## config.mk

```make
export PLATFORM = sky130hd
export DESIGN_NAME = cpr_regs
export DESIGN_NICKNAME = d
export VERILOG_FILES = /design/src/hw/cpr_pkg.sv /design/src/hw/cpr_regs.sv /design/src/hw/cpr_stack_ptr.sv
export SDC_FILE = /design/constraint.sdc
export NUM_CORES = 1
export LEC_CHECK = 0
export BUFFER_PORTS_ARGS = -buffer_cell sky130_fd_sc_hd__buf_2
export CORE_ASPECT_RATIO = 0.6
export CORE_MARGIN = 2
export CORE_UTILIZATION = 45
export DETAILED_ROUTE_END_ITERATION = 10
export PLACE_DENSITY = 0.82
export SLEW_MARGIN = 20
export SYNTH_ARGS = -nofsm -noshare
export SYNTH_HDL_FRONTEND = slang
export SYNTH_SLANG_ARGS = --single-unit
```

## constraint.sdc

```tcl
create_clock -name hclk -period 2.1 [get_ports hclk]
set_input_delay 0.21 -clock hclk [delete_from_list [all_inputs] [get_ports hclk]]
set_output_delay 0.21 -clock hclk [all_outputs]
set_load 0.005 [all_outputs]
```

## src/hw/cpr_pkg.sv

```systemverilog
// Constants and carrier types for the core prefix and pointer register block
// Contract
// RQ1: Prefix register clears to zero on reset
// RQ2: Prefix byte joins above next 8-bit source
// RQ3: Prefix holds one cycle, then clears itself
// RQ4: Unloaded prefix read as source gives zero
// RQ5: Prefix upper eight bits read as zero
// RQ6: Prefix subdecodes 1-7 extend register index
// RQ7: Fetch pointer loads start address on reset
// RQ8: Fetch pointer advances by one per fetch
// RQ9: Writing fetch pointer redirects program fetch
// RQ10: Reading fetch pointer leaves flow unchanged
// RQ11: Stack pointer set to initial value on reset
// RQ12: Stack pointer uses six bits, rest zero
// RQ13: Push preincrements, pop postdecrements stack pointer
// RQ14: Writes take effect for the next instruction
package cpr_pkg;
    localparam logic [31:0] CPR_OFS_PREFIX  = 32'h0000_0000;
    localparam logic [31:0] CPR_OFS_FETCH   = 32'h0000_0004;
    localparam logic [31:0] CPR_OFS_STACK   = 32'h0000_0008;
    localparam logic [31:0] CPR_OFS_STATUS  = 32'h0000_000C;
    localparam logic [15:0] CPR_PREFIX_RST  = 16'h0000;
    localparam logic [15:0] CPR_FETCH_RST   = 16'h8000;
    localparam logic [15:0] CPR_STACK_RST   = 16'h002F;
    localparam int          CPR_PFX_LSB     = 0;
    localparam int          CPR_PFX_W       = 8;
    localparam int          CPR_SP_W        = 6;
    localparam int          CPR_EXT_W       = 3;
    localparam logic [1:0]  CPR_HTRANS_NSQ  = 2'h2;

    // Register accesses from the execute datapath in one instruction cycle
    typedef struct packed {
        logic        wr_prefix;
        logic [2:0]  prefix_sub;
        logic        wr_fetch;
        logic        wr_stack;
        logic [15:0] wdata;
        logic [7:0]  src_low;
        logic        fetch;
        logic        push;
        logic        pop;
    } cpr_exec_t;

    // Values handed back to the datapath and fetch unit
    typedef struct packed {
        logic [15:0] joined;
        logic [15:0] prefix_rd;
        logic [15:0] fetch_addr;
        logic [15:0] stack_rd;
        logic [2:0]  src_ext;
        logic [2:0]  dst_ext;
    } cpr_view_t;
endpackage

```

## src/hw/cpr_regs.sv

```systemverilog
// Prefix, fetch pointer and stack pointer registers with AHB-Lite access
//
// The implementer's own choices: the placing of the registers and register access over AHB-Lite.
`timescale 1ns/10ps
module cpr_regs
    import cpr_pkg::*;
(
    input  wire logic        hclk,
    input  wire logic        hresetn,
    input  wire logic        hsel,
    input  wire logic [31:0] haddr,
    input  wire logic [1:0]  htrans,
    input  wire logic        hwrite,
    input  wire logic [2:0]  hsize,
    input  wire logic [31:0] hwdata,
    input  wire logic        hready,
    output logic [31:0]      hrdata,
    output logic             hreadyout,
    output logic             hresp,
    input  wire cpr_exec_t   exec_in,
    output cpr_view_t        view_out
);
    ////////////////////////////////////////////////////////////////////////
    logic [7:0]  prefix_reg;
    logic        prefix_live_reg;
    logic [2:0]  ext_src_next;
    logic [2:0]  ext_dst_next;
    logic [15:0] fetch_reg;
    logic [15:0] fetch_next;
    logic        ph_wr_reg;
    logic        ph_rd_reg;
    logic [3:0]  ph_idx_reg;
    logic        bus_wr_prefix;
    logic        bus_wr_fetch;
    logic        bus_wr_stack;
    logic        any_wr_prefix;
    logic        any_wr_stack;
    logic [15:0] prefix_wr_val;
    logic [15:0] fetch_wr_val;
    logic [15:0] stack_wr_val;
    logic [15:0] sp_value;
    logic [15:0] prefix_value;
    logic [31:0] rd_value;
    logic        fetch_count_reg;

    function automatic logic [3:0] word_index(input logic [31:0] a);
        word_index = a[5:2];
    endfunction

    // Datapath data wins over bus data for the register that it writes
    function automatic logic [15:0] write_source(input logic        dp_wr,
                                                 input logic [15:0] dp_data,
                                                 input logic [15:0] bus_data);
        write_source = dp_wr ? dp_data : bus_data;
    endfunction

    // Stack pointer value after this edge, so the view shows what the next cycle sees
    function automatic logic [15:0] stack_after(input logic [15:0] cur,
                                                input logic        wr,
                                                input logic [15:0] wd,
                                                input logic        psh,
                                                input logic        pp);
        logic [CPR_SP_W-1:0] s;
        s = cur[CPR_SP_W-1:0];
        if (wr) begin
            s = wd[CPR_SP_W-1:0];
        end else if (psh && !pp) begin
            s = s + CPR_SP_W'(1);
        end else if (pp && !psh) begin
            s = s - CPR_SP_W'(1);
        end
        stack_after = {{(16-CPR_SP_W){1'b0}}, s};
    endfunction

    ////////////////////////////////////////////////////////////////////////
    // Bus address phase capture
    always_ff @(posedge hclk or negedge hresetn) begin
        if (!hresetn) begin
            ph_wr_reg  <= 1'b0;
            ph_rd_reg  <= 1'b0;
            ph_idx_reg <= 4'h0;
        end else if (hready) begin
            ph_wr_reg  <= hsel && htrans == CPR_HTRANS_NSQ && hwrite && hsize == 3'h2;
            ph_rd_reg  <= hsel && htrans == CPR_HTRANS_NSQ && !hwrite;
            ph_idx_reg <= word_index(haddr);
        end
    end

    assign bus_wr_prefix = ph_wr_reg && ph_idx_reg == word_index(CPR_OFS_PREFIX);
    assign bus_wr_fetch  = ph_wr_reg && ph_idx_reg == word_index(CPR_OFS_FETCH);
    assign bus_wr_stack  = ph_wr_reg && ph_idx_reg == word_index(CPR_OFS_STACK);

    // Datapath writes win over bus writes in the same cycle
    assign any_wr_prefix = exec_in.wr_prefix || bus_wr_prefix;
    assign any_wr_stack  = exec_in.wr_stack || bus_wr_stack;
    assign prefix_wr_val = write_source(exec_in.wr_prefix, exec_in.wdata, hwdata[15:0]);
    assign fetch_wr_val  = write_source(exec_in.wr_fetch, exec_in.wdata, hwdata[15:0]);
    assign stack_wr_val  = write_source(exec_in.wr_stack, exec_in.wdata, hwdata[15:0]);

    ////////////////////////////////////////////////////////////////////////
    // Prefix: live for exactly one cycle after a load
    always_ff @(posedge hclk or negedge hresetn) begin
        if (!hresetn) begin
            prefix_reg      <= CPR_PREFIX_RST[CPR_PFX_W-1:0]; // RQ1
            prefix_live_reg <= 1'b0;
        end else if (any_wr_prefix && (!exec_in.wr_prefix || exec_in.prefix_sub == 3'h0)) begin
            prefix_reg      <= prefix_wr_val[CPR_PFX_LSB +: CPR_PFX_W]; // RQ14
            prefix_live_reg <= 1'b1;
        end else begin
            prefix_reg      <= 8'h00; // RQ3
            prefix_live_reg <= 1'b0;
        end
    end

    // Index extension bits from subdecodes 1 to 7, shown for the next cycle only
    always_comb begin
        ext_src_next = 3'h0;
        ext_dst_next = 3'h0;
        if (exec_in.wr_prefix && exec_in.prefix_sub != 3'h0) begin
            ext_src_next = exec_in.wdata[CPR_EXT_W-1:0]; // RQ6
            ext_dst_next = exec_in.wdata[CPR_EXT_W+3:4]; // RQ6
        end
    end

    assign prefix_value = prefix_live_reg ? {8'h00, prefix_reg} : 16'h0000; // RQ4 RQ5

    ////////////////////////////////////////////////////////////////////////
    // Fetch pointer: write redirects, otherwise count fetches
    always_comb begin
        fetch_next = fetch_reg;
        if (exec_in.wr_fetch || bus_wr_fetch) begin
            fetch_next = fetch_wr_val; // RQ9
        end else if (exec_in.fetch) begin
            fetch_next = fetch_reg + 16'h0001; // RQ8
        end
    end

    always_ff @(posedge hclk or negedge hresetn) begin
        if (!hresetn) begin
            fetch_reg <= CPR_FETCH_RST; // RQ7
        end else begin
            fetch_reg <= fetch_next; // RQ14
        end
    end

    always_ff @(posedge hclk or negedge hresetn) begin
        if (!hresetn) begin
            fetch_count_reg <= 1'b0;
        end else begin
            fetch_count_reg <= exec_in.fetch;
        end
    end

    ////////////////////////////////////////////////////////////////////////
    cpr_stack_ptr u_stack (
        .hclk     (hclk),
        .hresetn  (hresetn),
        .wr_en    (any_wr_stack),
        .wdata    (stack_wr_val),
        .push     (exec_in.push),
        .pop      (exec_in.pop),
        .sp_value (sp_value)
    );

    ////////////////////////////////////////////////////////////////////////
    // Register view to the datapath
    always_ff @(posedge hclk or negedge hresetn) begin
        if (!hresetn) begin
            view_out <= '0;
        end else begin
            view_out.joined     <= {prefix_value[7:0], exec_in.src_low}; // RQ2
            view_out.prefix_rd  <= prefix_value; // RQ4
            view_out.fetch_addr <= fetch_next; // RQ10
            view_out.stack_rd   <= stack_after(sp_value, any_wr_stack, stack_wr_val,
                                               exec_in.push, exec_in.pop); // RQ12 RQ13
            view_out.src_ext    <= ext_src_next; // RQ6
            view_out.dst_ext    <= ext_dst_next; // RQ6
        end
    end

    ////////////////////////////////////////////////////////////////////////
    // Bus read data, one wait state in each read data phase
    always_comb begin
        rd_value = 32'h0000_0000;
        unique case (ph_idx_reg)
            word_index(CPR_OFS_PREFIX): rd_value = {16'h0000, prefix_value}; // RQ5
            word_index(CPR_OFS_FETCH):  rd_value = {16'h0000, fetch_reg}; // RQ10
            word_index(CPR_OFS_STACK):  rd_value = {16'h0000, sp_value}; // RQ12
            word_index(CPR_OFS_STATUS): rd_value = {30'h0000_0000, fetch_count_reg,
                                                    prefix_live_reg};
            default:                    rd_value = 32'h0000_0000;
        endcase
    end

    always_ff @(posedge hclk or negedge hresetn) begin
        if (!hresetn) begin
            hrdata <= 32'h0000_0000;
        end else if (hready && hsel && htrans == CPR_HTRANS_NSQ && !hwrite) begin
            hrdata <= 32'h0000_0000;
        end else if (ph_rd_reg) begin
            hrdata <= rd_value;
        end
    end

    always_ff @(posedge hclk or negedge hresetn) begin
        if (!hresetn) begin
            hreadyout <= 1'b1;
            hresp     <= 1'b0;
        end else begin
            hreadyout <= !(hready && hsel && htrans == CPR_HTRANS_NSQ && !hwrite);
            hresp     <= 1'b0;
        end
    end
endmodule

```

## src/hw/cpr_stack_ptr.sv

```systemverilog
// Stack top pointer with push and pop adjustment
`timescale 1ns/10ps
module cpr_stack_ptr
    import cpr_pkg::*;
(
    input  wire logic        hclk,
    input  wire logic        hresetn,
    input  wire logic        wr_en,
    input  wire logic [15:0] wdata,
    input  wire logic        push,
    input  wire logic        pop,
    output logic [15:0]      sp_value
);
    logic [CPR_SP_W-1:0] sp_reg;

    always_ff @(posedge hclk or negedge hresetn) begin
        if (!hresetn) begin
            sp_reg <= CPR_STACK_RST[CPR_SP_W-1:0]; // RQ11
        end else if (wr_en) begin
            sp_reg <= wdata[CPR_SP_W-1:0]; // RQ14
        end else if (push && !pop) begin
            sp_reg <= sp_reg + 6'h01; // RQ13
        end else if (pop && !push) begin
            sp_reg <= sp_reg - 6'h01; // RQ13
        end
    end

    assign sp_value = {10'h000, sp_reg}; // RQ12
endmodule

```

==> results of run 1 <==
-- cells in the final DEF, fill, tap and decap left out, types with 11 or more instances in the layout --
cell type                    n
sky130_fd_sc_hd__mux2i_1    18
sky130_fd_sc_hd__nand2_1    27
sky130_fd_sc_hd__a21oi_1    15
sky130_fd_sc_hd__and2_1     17
sky130_fd_sc_hd__buf_2     130
sky130_fd_sc_hd__buf_4      12
sky130_fd_sc_hd__a22o_1     12
sky130_fd_sc_hd__conb_1     35
sky130_fd_sc_hd__a211oi_1   11
sky130_fd_sc_hd__dfrtp_1    76
sky130_fd_sc_hd__xnor2_1    12
sky130_fd_sc_hd__inv_1      13
sky130_fd_sc_hd__nor2_1     21
-- power groups by stage --
stage / Sequential, µW / Combinational, µW / Clock [µW]
2_1_floorplan: 1830 / 406 / 0
3_3_place_gp: 1850 / 563 / 0
3_5_place_dp: 1860 / 583 / 0
4_1_cts: 1830 / 599 / 1660
5_1_grt: 1850 / 671 / 1730
6_report: 1830 / 599 / 1610
-- worst min-delay path by stage --
stage	slack, ns	start	to
floorplan	-0.09	hresetn	fetch_count_reg
global placement	0.21	hresetn	hrdata[10]
detailed placement	0.22	hresetn	hrdata[10]
CTS	0.07	exec_in[2]	fetch_count_reg
global route	0.07	exec_in[2]	fetch_count_reg
finish	0.08	exec_in[2]	fetch_count_reg
-- cell families after synthesis --
kind of cell | count (synthesis) | share of synthesized area
other cells | 1 | 0.000875
mux | 27 | 0.0657
fa+ha+maj | 3 | 0.00875
compound gates | 78 | 0.132
simple gates | 119 | 0.153
flops | 83 | 0.486
xor+xnor | 12 | 0.0245
buf+inv | 87 | 0.129
-- area by class of cell --
| cell class | instances | area [µm²] |
|---|---|---|
| fill | 790 | 3980 |
| sequential | 83 | 2090 |
| multi-input combinational | 274 | 1780 |
| timing repair buffer | 152 | 851 |
| clock buffer | 10 | 239 |
| tap | 130 | 163 |
| clock inverter | 6 | 72.6 |
| inverter | 13 | 48.8 |
-- per-stage QoR --
stage          cells  power, µW
2_1_floorplan    444       2240
3_3_place_gp     643       2420
3_5_place_dp     643       2440
4_1_cts          668       4090
5_1_grt          668       4250
6_report         668       4050
-- worst max-delay path, cell delays in order (launching register included) --
cell and delay, ns:
sky130_fd_sc_hd__dfrtp_1 0.40, sky130_fd_sc_hd__nor4b_1 0.38, sky130_fd_sc_hd__buf_4 0.20, sky130_fd_sc_hd__and2_1 0.34
sky130_fd_sc_hd__nor4b_1 0.10, sky130_fd_sc_hd__nor3_1 0.23, sky130_fd_sc_hd__buf_4 0.16
-- per-layer routing --
metal  up-vias  wire, µm
met3         8      1100
met4         0        91
met5         -         0
li1       1605         -
met1      1641      4790
met2       154      4700
==> impl.org, run 1 <==
** Pwr
- Sequential share of power :: 0.453
- Internal power comes to between 2000 and 3000 µW.
- The share of total power dissipated in combinational logic is 0.148.
- Total power per unit cell area :: around 770 mW/mm²
- VDD IR max :: 0.516 mV
- Part of the power in the clock network :: 0.398
- Net Switching :: 1080 µW
- Of the total power, the share spent switching nets is 0.268.
- In this run the static leakage power is 0.00263 µW.

** Worst hold path
- Along the worst hold path, the cell count comes to 1.
- Hold Path Class :: input port to register

** Global route
- Global route overflow :: 0
- For this run, global-route usage on met2 was measured as 0.310.
- Met3 layer usage reported by global route :: 0.0777
- Met1 track utilization from global routing :: 0.305
- Across every metal layer, demand over resource in global routing totals 0.214.
- Entering global routing, the biggest net connects 46 pins.
- The layer flagged by global routing as most heavily used is met2.
- Number of antenna violations at the first check in global routing :: 0
- The first global-routing pass estimated about 17000 µm of wire.
- Number of global-route vias before repair :: 3247

** Layout
- After routing the design area is about 0.0052 mm².
- After the last flow step, the layout net total stands at 643.
- Relative area change from synthesis to final layout :: 22.2%
- Max FFs per register :: between 40 and 50
- Share of final-layout standard cells stronger than drive strength 1 :: 0.342
- Count of antenna diodes in the layout :: 0
- At the end of the flow the core is filled with cells to 0.568.

** Synthesis
- Post-synthesis sequential element count :: 83
- The share of the Yosys chip area taken by registers is 0.486.
- The share of synthesized area in the top cell type comes to 0.444.
- The synthesized design spends more area on one cell type than any other, namely sky130_fd_sc_hd__dfrtp_1.
- The cell area that synthesis handed to floorplanning was around 0.0043 mm².
- Most common cell in the netlist :: sky130_fd_sc_hd__dfrtp_1
- Number of synthesized flops with an enable pin :: 0
- Cells after synthesis :: between 400 and 500
- The average instance in the mapped netlist occupies 10.5 µm².
- For this run, the number of Yosys warnings is 0.
- Counting distinct cell types in the post-synthesis netlist gives 54.
- Ranked by total cell area, the synthesized netlist is headed by sky130_fd_sc_hd__dfrtp_1, sky130_fd_sc_hd__buf_4, sky130_fd_sc_hd__dfstp_2, sky130_fd_sc_hd__mux2i_1, sky130_fd_sc_hd__and2_1.
- Most frequently used flop master after synthesis :: sky130_fd_sc_hd__dfrtp_1
- Async SR Flop Fraction :: 1.00
- Most frequent cells after synthesis :: sky130_fd_sc_hd__dfrtp_1, sky130_fd_sc_hd__buf_4, sky130_fd_sc_hd__nand2_1

** STA
- Adding up every negative setup slack in the final design gives 0 ns.
- Count of final max-slew check failures :: 0
- Final Hold Violating Endpoints :: 0
- Slew margin rel. :: 0.476
- Minimum clock period :: between 1.5 and 2 ns
- Final critical-path setup slack :: between 0.2 and 0.25 ns
- Setup repair after global routing left no endpoint under its margin.
- Hold Worst Slack :: between 0.08 and 0.09 ns
- At the pin with the least slew margin, the transition time is around 0.79 ns.
- Fmax :: 534 MHz
- Tcrit/Tclk final :: 0.892
- Setup violations remaining at the end of the flow were counted as 0.
- Clock skew on the completed layout was measured at 0.00408 ns.

** Die
- The region available for standard cell placement spans 0.00922 mm².
- After floorplanning, the core was divided into 27 placement rows.
- between 200 and 250 I/O pins were placed.
- The die is ~80 µm tall.
- The floorplan step defined a die boundary enclosing 0.0104 mm².
- The die is between 100 and 150 µm wide.
- The initial utilization of the core area, before any placement, comes to 0.465.

** Place
- Setup slack after placement :: between 0.2 and 0.3 ns
- The wire-length estimate of the detail-placed layout is between 8000 and 9000 µm.
- Total of buffers placed on input and output ports :: ~130
- Placed cell areas :: 0.00483 mm²
- The congestion estimate from routability-driven global placement came to 0.869.

** Run
- Max_cap viols :: 0

** Run status
- The run finished with clean final reports.

** Critical path
- In this run the critical register-to-register path is launched from ph_idx_reg[0].
- Maximum fanout encountered on the critical timing path :: 9
- Kind of start point of the critical path :: register
- The setup check on the worst reg-to-reg path leaves a slack of 0.23 ns.
- Worst path arrival time :: ~2.2 ns
- Capture point of the critical path :: view_out[11]
- The critical path is of the register to register type.
- Type of element capturing the critical path :: register
- The most critical setup path has its startpoint at ph_idx_reg[0].
- In this run the critical register-to-register path is captured at view_out[11].
- Cells on worst reg2reg path :: 6
- Data on the critical path is required at its endpoint by between 2 and 2.5 ns.

** Drt
- DRC viols :: 0
- Total vias in the final route :: between 3000 and 4000
- The detail route stage leaves a number of antenna-violating nets equal to 0.
- After the first detailed-routing iteration, the DRC count stood at 276.
- Vias per std cell :: roughly 5.1
- The pre-antenna-repair detailed-routing pass consisted of 4 iterations.
- In the final routed layout, each cell accounts on average for approximately 16 µm.
- Summed over all layers, the routed wires come to about 11000 µm.

** Clock network
- In this run the post-CTS setup repair buffer count came out at 0.
- Number of sinks driven by the clock tree :: 83
- In this run, post-CTS repair resized a total of 0 instances.
- Clock insertion delay at the later pin of the skew report :: around 0.34 ns
- Maximum root-to-sink buffer count :: 2
- The tree is rooted in a sky130_fd_sc_hd__clkbuf_16.
- H-tree Lvls :: 3
- TritonCTS Buffers :: 9
- CTS clk-pin slew, worst paths :: around 0.060 ns
- CTS tree :: built
- In this run, post-CTS hold repair placed 9 buffers.
Power figures use the tool's default switching activity.
==> run 2: changes to the inputs <==
--- a/config.mk
+++ b/config.mk
@@ -10,7 +10,7 @@
 export CORE_MARGIN = 2
 export CORE_UTILIZATION = 45
 export DETAILED_ROUTE_END_ITERATION = 10
-export PLACE_DENSITY = 0.82
+export PLACE_DENSITY = 0.79
 export SLEW_MARGIN = 20
 export SYNTH_ARGS = -nofsm -noshare
 export SYNTH_HDL_FRONTEND = slang
==> impl.org, run 2 (synthesis gave the netlist of run 1 again) <==
** Layout
- Total area of multi-input combinational cells :: between 0.0015 and 0.002 mm²
- In the final layout, flip-flops and latches occupy between 0.002 and 0.0025 mm².
- In the layout the commonest cells are sky130_fd_sc_hd__buf_2, sky130_fd_sc_hd__dfrtp_1, sky130_fd_sc_hd__conb_1, sky130_fd_sc_hd__nand2_1, sky130_fd_sc_hd__nor2_1.
- Number of standard cells in the layout, taps in and fillers out :: 669
- Leaving out fill and tap cells, the most frequent cell in the layout is sky130_fd_sc_hd__buf_2.
- The finished cells cover 0.00522 mm².
- Of the cells placed in the final design, the portion with a size suffix greater than 1 is 0.343.
- Filler cell count in the final layout :: ~840
- From synthesis to final layout, the design area changed by 21.7%.
- 0 antenna diodes ended up in the layout.
- The register with the most flip-flops in the layout has 43 of them.
- Nets :: approximately 640

** Worst hold path
- Hold Path Class :: input port to register
- Along the worst hold path, the cell count comes to 1.
- The startpoint identified for the worst hold timing path is exec_in[2].

** STA
- Hold Worst Slack :: between 0.08 and 0.09 ns
- Final setup violation count :: 0
- Fin Clk Skew :: roughly 0.011 ns
- The number of pins with negative max-slew slack in the final report came to 0.
- For the pin with the worst max-slew slack, the measured transition is 0.713 ns.
- Setup repair after global routing left no endpoint under its margin.
- For the finished layout, the period the worst path requires is around 1.9 ns.
- Adding up every negative setup slack in the final design gives 0 ns.
- Fmax :: about 520 MHz
- Tcrit/Tclk final :: 0.920
- In this run the tightest slew margin relative to its limit is 0.525.
- The final-report hold violation count was 0.

** Drt
- For this run, design rule violations remaining after detail routing come to 0.
- Total vias in the final route :: roughly 3400
- Drt wl/cell :: between 15 and 20 µm
- The detail route stage leaves a number of antenna-violating nets equal to 0.
- The first TritonRoute pass finished after 5 iterations.
- After detailed routing, the total wire length is 11200 µm.
- Violation count after the first detailed-route iteration :: approximately 220
- Dividing the detail-routed via count by the number of cells gives 5.14.

** Pwr
- VDD IR max :: 0.407 mV
- The analysis attributes to cell leakage a power of ~0.0026 µW.
- Power spread over the standard cell area amounts to 750 mW/mm².
- Sequential share of power :: 0.470
- Of the total power, the clock network draws 0.374.
- Net Switching :: 1100 µW
- Cell-internal power :: around 2800 µW
- Of the total power, the share spent switching nets is 0.281.
- Of the total power, combinational logic draws 0.156.

** Clock network
- The clock net in this run drives a total of 83 sinks.
- TritonCTS built the clock tree.
- Buffers inserted during clock tree synthesis total 9.
- After clock tree synthesis, the setup repair step added 0 buffers.
- The clock tree synthesis step divided the H-tree into 3 levels.
- After clock tree synthesis, the clock-pin slew on the worst setup and hold paths is about 0.060 ns.
- Root buf cell :: sky130_fd_sc_hd__clkbuf_16
- The clock passes through at most 2 buffers.
- The later pin in the worst-skew pair is clocked with a latency of between 0.3 and 0.4 ns.

** Place
- Last weighted congestion value of the routability-driven placer :: 0.897
- DP HPWL :: between 8000 and 9000 µm
- Post-placement cell count :: between 600 and 700
- Placed cell areas :: 0.00484 mm²
- Total of buffers placed on input and output ports :: between 100 and 150

** Critical path
- Cells on worst reg2reg path :: 4
- STA classifies the critical path startpoint as a register.
- For the worst setup path, the data required time is about 2.3 ns.
- Worst path arrival time :: 2.16 ns
- Maximum fanout encountered on the critical timing path :: 9
- Type of element capturing the critical path :: register
- Beginning of the worst register-to-register path :: ph_idx_reg[0]
- Critical Setup Path Class :: register to register
- Start point of the critical path :: ph_idx_reg[0]

** Global route
- Global route overflow :: 0
- The first global-routing pass estimated 16600 µm of wire.
- Entering global routing, the biggest net connects 54 pins.
- The initial antenna violation count was 0.
- Across every metal layer, demand over resource in global routing totals 0.217.
- The via count of the first global-routing pass is about 3200.

** Die
- In this run the horizontal extent of the chip is 130 µm.
- Starting density of the core :: 0.465
- Die Area :: just over 0.01 mm²
- between 200 and 250 I/O pins were placed.
- Vertical extent of the die :: between 70 and 80 µm
- The floorplan has 27 rows.
- Total core area :: 0.00922 mm²

** Run
- Max_cap viols :: 0

** Run status
- The flow ran to the end, and the final reports show no timing, DRC or antenna violations.
[run 2: worst max-delay path, cell delays in order (launching register included)]
cell                      delay, ns
sky130_fd_sc_hd__dfrtp_1       0.52
sky130_fd_sc_hd__or4b_4        0.56
sky130_fd_sc_hd__o32a_1        0.37
sky130_fd_sc_hd__a22o_1        0.19
sky130_fd_sc_hd__a22o_1        0.18
[run 2: power by group through the flow]
stage	combinational [µW]	clock (µW)	sequential, µW
6_report	612	1460	1840
5_1_grt	677	1560	1850
4_1_cts	609	1500	1830
3_5_place_dp	594	0	1860
3_3_place_gp	575	0	1850
2_1_floorplan	406	0	1830
[run 2: worst paths after layout]
kind                                        end  slack, ns
worst min register to register     view_out[38]       0.49
worst max register to register     view_out[27]       0.17
worst max-delay path               view_out[27]       0.17
min in group asynchronous             hrdata[9]       0.46
worst min-delay path            fetch_count_reg       0.09
max in group asynchronous          view_out[23]       0.98
[run 2: metrics by stage]
step	utilization	power (µW)	setup WS, ns
global placement	0.525	2430	0.256
detailed placement	0.525	2460	0.186
finish	0.566	3910	0.168
CTS	0.565	3950	0.153
floorplan	-	2240	0.380
global route	0.566	4080	0.0437
[run 2: what timing repair did]
action | CTS | global route
setup endpoints to repair | 0 | 4
gates resized for setup | 0 | 1
endpoints found under the hold margin | 54 | 0
hold buffers | 9 | 0
[run 2: area by class of cell]
type | count | share of cell area
clock buffers | 9 | 0.0432
well taps | 130 | 0.0312
inverters | 13 | 0.00935
flip-flops and latches | 83 | 0.400
clock inverters | 7 | 0.0101
repair buffers | 153 | 0.165
multi-input cells | 274 | 0.342
[run 2: per-layer routing]
layer,up-vias,part of all wire,track usage
met2,171,0.43,0.308
met4,0,0.010,0.0667
li1,1604,-,-
met3,12,0.094,0.0751
met5,-,0,0
met1,1653,0.47,0.311
